**config.mk**
```make
export PLATFORM = sky130hd
export DESIGN_NAME = stack_push_rotate_repeat_exec
export DESIGN_NICKNAME = d
export VERILOG_FILES = /design/src/logic/exec_pkg.sv /design/src/logic/stack_push_rotate_repeat_exec.sv
export SDC_FILE = /design/constraint.sdc
export NUM_CORES = 1
export LEC_CHECK = 0
export ABC_AREA = 1
export BUFFER_PORTS_ARGS = -buffer_cell sky130_fd_sc_hd__buf_2
export CAP_MARGIN = 20
export CORE_MARGIN = 4
export CORE_UTILIZATION = 30
export CTS_BUF_LIST = sky130_fd_sc_hd__clkbuf_8 sky130_fd_sc_hd__clkbuf_16
export CTS_CLUSTER_DIAMETER = 200
export CTS_CLUSTER_SIZE = 10
export DETAILED_ROUTE_END_ITERATION = 7
export PLACE_DENSITY = 0.44
export SKIP_LAST_GASP = 1
export SLEW_MARGIN = 20
export SYNTH_ARGS = -nofsm -noshare
export SYNTH_HDL_FRONTEND = slang
export SYNTH_SLANG_ARGS = --single-unit
```
**constraint.sdc**
```tcl
create_clock -name pclk -period 2.3 [get_ports pclk]
set_input_delay 0 -clock pclk [delete_from_list [all_inputs] [get_ports pclk]]
set_output_delay 0 -clock pclk [all_outputs]
set_load 0.02 [all_outputs]
```
**src/logic/exec_pkg.sv**
```systemverilog
// Package for the stack push, carry rotate and repeat-prefix execution block.
// Assumes an APB master on one 100 MHz clock and byte-wide memory writes.
package exec_pkg;

  // ****************************************
  // Register map (byte addresses)
  // ****************************************
  localparam logic [11:0] CTRL_OFS    = 12'h000;
  localparam logic [11:0] INSTR_OFS   = 12'h004;
  localparam logic [11:0] OPERAND_OFS = 12'h008;
  localparam logic [11:0] FLAGS_OFS   = 12'h00c;
  localparam logic [11:0] STATUS_OFS  = 12'h010;
  localparam logic [11:0] RESULT_OFS  = 12'h014;
  localparam logic [11:0] GPR_BASE    = 12'h020;
  localparam logic [11:0] SEG_BASE    = 12'h040;

  // ****************************************
  // Field positions and reset values
  // ****************************************
  localparam int CARRY_BIT    = 0;
  localparam int ZERO_BIT     = 6;
  localparam int IRQ_EN_BIT   = 9;
  localparam int OVERFLOW_BIT = 11;
  localparam int COUNT_IDX    = 1;
  localparam int STACK_IDX    = 4;
  localparam logic [15:0] FLAGS_RST = 16'h0000;
  localparam logic [15:0] PUSH_STEP = 16'h0002;

  // ****************************************
  // Opcode patterns
  // ****************************************
  localparam logic [7:0] OP_GROUP_FF   = 8'hff;
  localparam logic [2:0] SUB_PUSH      = 3'b110;
  localparam logic [4:0] OP_PUSH_REG   = 5'b01010;
  localparam logic [2:0] OP_SEG_HI     = 3'b000;
  localparam logic [2:0] OP_SEG_LO     = 3'b110;
  localparam logic [7:0] OP_PUSH_FLAGS = 8'h9d;
  localparam logic [5:0] OP_ROTATE     = 6'b110100;
  localparam logic [2:0] SUB_RCL       = 3'b010;
  localparam logic [2:0] SUB_RCR       = 3'b011;
  localparam logic [6:0] OP_REPEAT     = 7'b1111001;
  localparam logic [1:0] MOD_REG       = 2'b11;

  typedef enum logic [3:0] {
    ST_IDLE    = 4'b0000,
    ST_DECODE  = 4'b0001,
    ST_PUSH_LO = 4'b0010,
    ST_PUSH_HI = 4'b0011,
    ST_ROT     = 4'b0100,
    ST_REP_CHK = 4'b0101,
    ST_REP_INT = 4'b0110,
    ST_REP_STR = 4'b0111
  } exec_state_type;

  // Byte write request toward system memory
  typedef struct packed {
    logic        valid;
    logic [15:0] addr;
    logic [7:0]  data;
  } mem_req_type;

  // Answer of the string primitive unit
  typedef struct packed {
    logic ack;
    logic zero_flag;
    logic compare;
  } str_resp_type;

endpackage

```
**src/logic/stack_push_rotate_repeat_exec.sv**
```systemverilog
// Execution unit for word push, flag-word push, carry rotates and the
// repeat prefix. Software loads registers over APB and writes CTRL to run.
// Assumes a memory port taking one byte per valid/ready handshake, an outside
// string primitive unit, and an interrupt controller that signals return.
`timescale 1ns/100ps
`default_nettype none

module stack_push_rotate_repeat_exec
  import exec_pkg::*;
(
  input  wire logic         pclk,
  input  wire logic         presetn,
  input  wire logic         psel,
  input  wire logic         penable,
  input  wire logic         pwrite,
  input  wire logic [11:0]  paddr,
  input  wire logic [31:0]  pwdata,
  output logic [31:0]       prdata,
  output logic              pready,
  output logic              pslverr,
  output mem_req_type       mem_req,
  input  wire logic         mem_ready,
  output logic              str_req,
  output logic              str_extra,
  input  wire str_resp_type str_resp,
  input  wire logic         irq,
  input  wire logic         nmi,
  output logic              int_req,
  output logic              int_nmi,
  input  wire logic         int_done
);

  typedef struct packed {
    exec_state_type    st;
    logic [7:0][15:0]  gpr;
    logic [3:0][15:0]  seg;
    logic [15:0]       flags;
    logic [15:0]       operand;
    logic [15:0]       result;
    logic [15:0]       val;
    logic [31:0]       instr;
    logic [31:0]       rdata;
    logic [7:0]        temp;
    logic [7:0]        cnt;
    logic              cf;
    logic              busy;
    logic              done;
    logic              err;
    logic              extra;
    mem_req_type       mem;
    logic              str_req;
    logic              int_req;
    logic              int_nmi;
  } core_state_type;

  core_state_type s_q;
  core_state_type s_d;

  // ****************************************
  // Helpers
  // ****************************************
  function automatic logic msb_of(input logic [15:0] v, input logic w);
    msb_of = w ? v[15] : v[7];
  endfunction

  // Byte registers 0-3 are low halves, 4-7 the high halves of words 0-3
  function automatic logic [15:0] reg_value(input core_state_type s,
                                            input logic [2:0] r, input logic w);
    if (w)
      reg_value = s.gpr[r];
    else if (r[2])
      reg_value = {8'h00, s.gpr[{1'b0, r[1:0]}][15:8]};
    else
      reg_value = {8'h00, s.gpr[{1'b0, r[1:0]}][7:0]};
  endfunction

  function automatic logic is_mapped(input logic [11:0] a);
    is_mapped = (a[1:0] == 2'b00) &&
                (a <= RESULT_OFS || (a >= GPR_BASE && a < SEG_BASE + 12'h010));
  endfunction

  function automatic logic [31:0] read_word(input core_state_type s,
                                            input logic [11:0] a);
    logic [11:0] g;
    logic [11:0] k;
    g = a - GPR_BASE;
    k = a - SEG_BASE;
    read_word = 32'h0000_0000;
    if (a == INSTR_OFS)
      read_word = s.instr;
    else if (a == OPERAND_OFS)
      read_word = {16'h0000, s.operand};
    else if (a == FLAGS_OFS)
      read_word = {16'h0000, s.flags};
    else if (a == STATUS_OFS)
      read_word = {24'h00_0000, s.st, s.extra, s.err, s.done, s.busy};
    else if (a == RESULT_OFS)
      read_word = {16'h0000, s.result};
    else if (a >= GPR_BASE && a < SEG_BASE)
      read_word = {16'h0000, s.gpr[g[4:2]]};
    else if (a >= SEG_BASE && a < SEG_BASE + 12'h010)
      read_word = {16'h0000, s.seg[k[3:2]]};
  endfunction

  // ****************************************
  // Next-state logic
  // ****************************************
  logic [7:0]  op;
  logic [7:0]  modrm;
  logic [7:0]  pfx;
  logic        rep_pfx;
  logic        w_bit;
  logic [15:0] sp_now;
  logic [16:0] step;
  logic [11:0] gofs;
  logic [11:0] sofs;

  always_comb
  begin
    s_d = s_q;
    op = s_q.instr[7:0];
    modrm = s_q.instr[15:8];
    pfx = s_q.instr[23:16];
    rep_pfx = (pfx[7:1] == OP_REPEAT);
    w_bit = op[0];
    sp_now = s_q.gpr[STACK_IDX];
    step = 17'h0_0000;
    gofs = paddr - GPR_BASE;
    sofs = paddr - SEG_BASE;

    // Read data is captured in the setup phase so it leaves a flip-flop
    if (psel && !penable)
      s_d.rdata = read_word(s_q, paddr);

    // Software writes land only while idle, so a running op sees stable inputs
    if (psel && penable && pwrite && !s_q.busy)
    begin
      if (paddr == CTRL_OFS && pwdata[0])
      begin
        s_d.busy = 1'b1;
        s_d.done = 1'b0;
        s_d.err = 1'b0;
        s_d.extra = |s_q.instr[31:24];
        s_d.st = ST_DECODE;
      end
      else if (paddr == INSTR_OFS)
        s_d.instr = pwdata;
      else if (paddr == OPERAND_OFS)
        s_d.operand = pwdata[15:0];
      else if (paddr == FLAGS_OFS)
        s_d.flags = pwdata[15:0];
      else if (paddr >= GPR_BASE && paddr < SEG_BASE)
        s_d.gpr[gofs[4:2]] = pwdata[15:0];
      else if (paddr >= SEG_BASE && paddr < SEG_BASE + 12'h010)
        s_d.seg[sofs[3:2]] = pwdata[15:0];
    end

    case (s_q.st)
      ST_IDLE:
      begin
        s_d.mem.valid = 1'b0;
      end

      ST_DECODE:
      begin
        if (rep_pfx)
          s_d.st = ST_REP_CHK;
        else if ((op == OP_GROUP_FF && modrm[5:3] == SUB_PUSH) ||
                 op[7:3] == OP_PUSH_REG ||
                 (op[7:5] == OP_SEG_HI && op[2:0] == OP_SEG_LO) ||
                 op == OP_PUSH_FLAGS)
        begin
          if (op == OP_PUSH_FLAGS)
            s_d.val = s_q.flags;
          else if (op[7:3] == OP_PUSH_REG)
            s_d.val = s_q.gpr[op[2:0]];
          else if (op[7:5] == OP_SEG_HI)
            s_d.val = s_q.seg[op[4:3]];
          else if (modrm[7:6] == MOD_REG)
            s_d.val = s_q.gpr[modrm[2:0]];
          else
            s_d.val = s_q.operand;
          // Pointer moves before any byte is written; flags untouched
          s_d.gpr[STACK_IDX] = sp_now - PUSH_STEP;
          s_d.st = ST_PUSH_LO;
        end
        else if (op[7:2] == OP_ROTATE &&
                 (modrm[5:3] == SUB_RCL || modrm[5:3] == SUB_RCR))
        begin
          s_d.val = (modrm[7:6] == MOD_REG) ? reg_value(s_q, modrm[2:0], w_bit)
                                            : (w_bit ? s_q.operand
                                                     : {8'h00, s_q.operand[7:0]});
          s_d.cf = s_q.flags[CARRY_BIT];
          s_d.cnt = op[1] ? s_q.gpr[COUNT_IDX][7:0] : 8'h01;
          s_d.temp = op[1] ? s_q.gpr[COUNT_IDX][7:0] : 8'h01;
          s_d.st = ST_ROT;
        end
        else
        begin
          s_d.err = 1'b1;
          s_d.busy = 1'b0;
          s_d.done = 1'b1;
          s_d.st = ST_IDLE;
        end
      end

      ST_PUSH_LO:
      begin
        s_d.mem = '{valid: 1'b1, addr: sp_now, data: s_q.val[7:0]};
        if (s_q.mem.valid && mem_ready)
        begin
          s_d.mem = '{valid: 1'b1, addr: sp_now + 16'h0001, data: s_q.val[15:8]};
          s_d.st = ST_PUSH_HI;
        end
      end

      ST_PUSH_HI:
      begin
        if (mem_ready)
        begin
          s_d.mem.valid = 1'b0;
          s_d.busy = 1'b0;
          s_d.done = 1'b1;
          s_d.st = ST_IDLE;
        end
      end

      ST_ROT:
      begin
        if (s_q.temp != 8'h00)
        begin
          if (modrm[5:3] == SUB_RCL)
            step = {msb_of(s_q.val, w_bit), s_q.val[14:0], s_q.cf};
          else if (w_bit)
            step = {s_q.val[0], s_q.cf, s_q.val[15:1]};
          else
            step = {s_q.val[0], 8'h00, s_q.cf, s_q.val[7:1]};
          s_d.cf = step[16];
          s_d.val = w_bit ? step[15:0] : {8'h00, step[7:0]};
          s_d.temp = s_q.temp - 8'h01;
        end
        else
        begin
          s_d.flags[CARRY_BIT] = s_q.cf;
          // Overflow is left as it was for any count other than one
          if (s_q.cnt == 8'h01 && modrm[5:3] == SUB_RCL)
            s_d.flags[OVERFLOW_BIT] = msb_of(s_q.val, w_bit) ^ s_q.cf;
          else if (s_q.cnt == 8'h01)
            s_d.flags[OVERFLOW_BIT] = w_bit ? s_q.val[15] ^ s_q.val[14]
                                            : s_q.val[7] ^ s_q.val[6];
          if (modrm[7:6] != MOD_REG)
            s_d.result = s_q.val;
          else if (w_bit)
            s_d.gpr[modrm[2:0]] = s_q.val;
          else if (modrm[2])
            s_d.gpr[{1'b0, modrm[1:0]}][15:8] = s_q.val[7:0];
          else
            s_d.gpr[{1'b0, modrm[1:0]}][7:0] = s_q.val[7:0];
          s_d.busy = 1'b0;
          s_d.done = 1'b1;
          s_d.st = ST_IDLE;
        end
      end

      ST_REP_CHK:
      begin
        if (s_q.gpr[COUNT_IDX] == 16'h0000)
        begin
          s_d.busy = 1'b0;
          s_d.done = 1'b1;
          s_d.st = ST_IDLE;
        end
        else if (nmi || (irq && s_q.flags[IRQ_EN_BIT]))
        begin
          // Only the repeat prefix survives; overrides are dropped here
          s_d.extra = 1'b0;
          s_d.int_req = 1'b1;
          s_d.int_nmi = nmi;
          s_d.st = ST_REP_INT;
        end
        else
        begin
          s_d.str_req = 1'b1;
          s_d.st = ST_REP_STR;
        end
      end

      ST_REP_INT:
      begin
        // Count and state are held across the handler, then the element runs
        if (int_done)
        begin
          s_d.int_req = 1'b0;
          s_d.int_nmi = 1'b0;
          s_d.str_req = 1'b1;
          s_d.st = ST_REP_STR;
        end
      end

      ST_REP_STR:
      begin
        if (str_resp.ack)
        begin
          s_d.str_req = 1'b0;
          // Only compare and scan post the zero flag; the prefix never does
          if (str_resp.compare)
            s_d.flags[ZERO_BIT] = str_resp.zero_flag;
          s_d.gpr[COUNT_IDX] = s_q.gpr[COUNT_IDX] - 16'h0001;
          if (str_resp.compare && str_resp.zero_flag != pfx[0])
          begin
            s_d.busy = 1'b0;
            s_d.done = 1'b1;
            s_d.st = ST_IDLE;
          end
          else
            s_d.st = ST_REP_CHK;
        end
      end

      default:
      begin
        s_d.st = ST_IDLE;
        s_d.busy = 1'b0;
      end
    endcase
  end

  // ****************************************
  // State register
  // ****************************************
  always_ff @(posedge pclk or negedge presetn)
  begin
    if (!presetn)
    begin
      s_q <= '0;
      s_q.flags <= FLAGS_RST;
      s_q.st <= ST_IDLE;
    end
    else
      s_q <= s_d;
  end

  // Zero-wait slave; unmapped addresses answer with an error
  assign pready = 1'b1;
  assign pslverr = psel && penable && !is_mapped(paddr);
  assign prdata = s_q.rdata;
  assign mem_req = s_q.mem;
  assign str_req = s_q.str_req;
  assign str_extra = s_q.extra;
  assign int_req = s_q.int_req;
  assign int_nmi = s_q.int_nmi;

endmodule

`default_nettype wire

```
==> flow_metrics.env <==
export IMPL_antenna_found_initial=4
export IMPL_cp_max_fo=86
export IMPL_synth_top_area_frac=0.373
export IMPL_layout_min_cycle_time_ns=2.27
export IMPL_leakage_uw=0.0139
export IMPL_crit_arrival_ns=2.77
export IMPL_cpMaxStageDelayCell="dfrtp_2"
export IMPL_timing_final_crit_share=0.986
export IMPL_die_area_um2=88100
export IMPL_max_cap_violations=0
export IMPL_antenna_left=0
export IMPL_drt_iter0_drc=3322
export IMPL_min_path_type="in2reg"
export IMPL_wirelength_um=133000
export IMPL_cp_end_kind="register"
export IMPL_nets=3946
export IMPL_async_reset_ff_frac=1.00
export IMPL_route_detailed_drc=0
export IMPL_place_gp_congestion=1.04
export IMPL_initial_utilization=0.304
export IMPL_die_height_um=297
export IMPL_clk_latency_ns=0.60
export IMPL_syn_avg_cell_area_um2=6.81
export IMPL_cts_buffers=43
export IMPL_synth_edf_count=0
export IMPL_synth_distinct_cells=55
export IMPL_syn_cell_area_um2=25000
export IMPL_peakVddDrop_mv=0.545
export IMPL_syn2layout_area_growth_pct=18.7
export IMPL_worst_slew_pin_slew_ns=1.00
export IMPL_hold_violations=0
export IMPL_hpwl_um=98800
export IMPL_avgRoutedWirePerCell_um=26.9
export IMPL_drive_gt1_frac=0.145
export IMPL_fmax_mhz=441
export IMPL_synth_most_common_cell="nand2_1"
export IMPL_yosys_warnings=0
export IMPL_synth_area_leaders="dfrtp_1 37%, nand2_1 16%, o21ai_0 8.5%"
export IMPL_viasPerCell=5.57
export IMPL_rsz0062_at_grt="no"
export IMPL_synth_largest_area_cell="dfrtp_1"
export IMPL_holdWs_ns=0.0335
export IMPL_critPathLaunchType="register"
export IMPL_vias=27600
export IMPL_cts_max_level=2
export IMPL_fin_tns_setup_ns=0
export IMPL_powerDensity_nw_per_um2=533
export IMPL_grt_pass1_vias=25700
export IMPL_yosysSeqAreaShare=0.373
export IMPL_slowest_delay_ns=0.47
export IMPL_grt_start_max_net_pins=87
export IMPL_synthTopCellsByCount="1089 x nand2_1, 425 x o21ai_0, 373 x dfrtp_1"
export IMPL_relSlewSlack=0.334
export IMPL_cts_root_buffer="clkbuf_16"
export IMPL_synth_cells=3675
export IMPL_cts_path_max_buffers=3
export IMPL_nFillCells=8992
export IMPL_diodes=0
export IMPL_numPortBuffers=117
export IMPL_required_ns=2.80
export IMPL_setup_viol=0
export IMPL_grt_pass1_wl_um=190000
export IMPL_core_area_um2=82400
export IMPL_first_pass_iters=7
export IMPL_yosys_register_bits=373
export IMPL_synthFlopType="dfrtp_1"
export IMPL_clock_sink_count=373
export IMPL_fp_dieW_um=297
export IMPL_grt_usage=0.291
export IMPL_skew_ns=0.0262
export IMPL_syn_nets=3737
export IMPL_status="finished, final reports clean"
export IMPL_cp_num_buf_inv=4
export IMPL_grt_overflow=0
export IMPL_cts_tree="yes"
export IMPL_path_cells="buf_16, nor2_2, inv_1, nand2_1, inv_2, nor2_1, o21ai_0, inv_1, o21ai_0"
export IMPL_clkTransAtPathRegs_ns=0.08
export IMPL_path_class="reg2reg"
export IMPL_slew_violations=0
export IMPL_rows=105
export IMPL_ios=119
export IMPL_crit_family="buffers and inverters"
==> layer usage <==
metal | GRT usage | up-vias | wire, um
met5 | 0 | - | 48
met4 | 0.132 | 8 | 7350
met3 | 0.0520 | 276 | 12400
met2 | 0.430 | 1443 | 55400
met1 | 0.414 | 13300 | 58000
li1 | - | 12600 | -
==> worst register-to-register path, delay by kind of cell (launching register included) <==
kind            cells  cell delay (ns)
buf+inv             4             0.82
flops               1             0.47
compound gates      2             0.46
simple gates        3             0.43
==> final timing paths <==
check                                       startpoint                     end  slack, ns  cells after the start
worst max-delay path                 op[0]$_DFFE_PN0P_      s_q[172]$_DFF_PN0_       0.03                      9
worst min-delay path                              psel  prdata[17]$_DFFE_PN0P_       0.03                      6
worst max register to register       op[0]$_DFFE_PN0P_      s_q[172]$_DFF_PN0_       0.03                      9
worst min register to register  prdata[18]$_DFFE_PN0P_  prdata[18]$_DFFE_PN0P_       0.47                      2
max in group asynchronous                      presetn  prdata[22]$_DFFE_PN0P_       1.04                      4
min in group asynchronous                      presetn      s_q[298]$_DFF_PN0_       0.48                      3
==> cell usage in the layout (no fill, tap or decap), types with 61 or more instances in the layout <==
master and instances:
nand2_1 1087, o21ai_0 424, dfrtp_1 371, inv_1 309, nor2_1 257, buf_4 253
nand3_1 218, a21oi_1 155, buf_2 116, o211ai_1 97, o22ai_1 78, nand4_1 61
==> area by class of cell <==
type / count / area [um2] / area share
Multi-Input combinational cell: 2675 / 13100 / 0.439
Sequential cell: 373 / 9340 / 0.314
Timing Repair Buffer: 444 / 3540 / 0.119
Tap cell: 1070 / 1340 / 0.0451
Inverter: 347 / 1320 / 0.0445
Clock buffer: 43 / 1080 / 0.0362
Clock inverter: 4 / 45.0 / 0.00152
==> kinds of logic (layout without fill, tap and decap cells) <==
family / after synthesis / count (layout) / synth area share
compound gates: 898 / 898 / 0.206
xor+xnor: 30 / 30 / 0.0105
fa+ha+maj: 6 / 6 / 0.00300
buf+inv: 627 / 838 / 0.109
flops: 373 / 373 / 0.373
mux: 16 / 16 / 0.00840
other cells: 2 / 2 / 0.000300
simple gates: 1723 / 1723 / 0.289
==> report_power, final <==
part | leakage [uW] | internal, uW | total [uW] | switching (uW)
logic | 0.00874 | 691 | 2450 | 1760
registers | 0.00457 | 6760 | 7080 | 323
clock network | 0.000554 | 3310 | 6300 | 2990
==> metrics by stage <==
step	util	total power, uW	std cells	cell area, um2	worst slack (ns)
6_report	0.361	15800	4956	29700	0.0319
5_1_grt	0.361	16300	4956	29700	0.00252
4_1_cts	0.359	15900	4954	29600	0.00714
3_5_place_dp	0.340	9490	4861	28000	-0.247
3_3_place_gp	0.340	9500	4861	28000	-0.253
2_1_floorplan	-	8110	3675	25000	0.402
==> repair_timing <==
item,CTS,global route
buffers inserted,2,2
endpoints found under the setup margin,8,126
pin swaps,2,3
hold endpoints to repair,477,0
resized for setup,3,26
hold buffers,44,0
(Power assumes the default switching activity.)
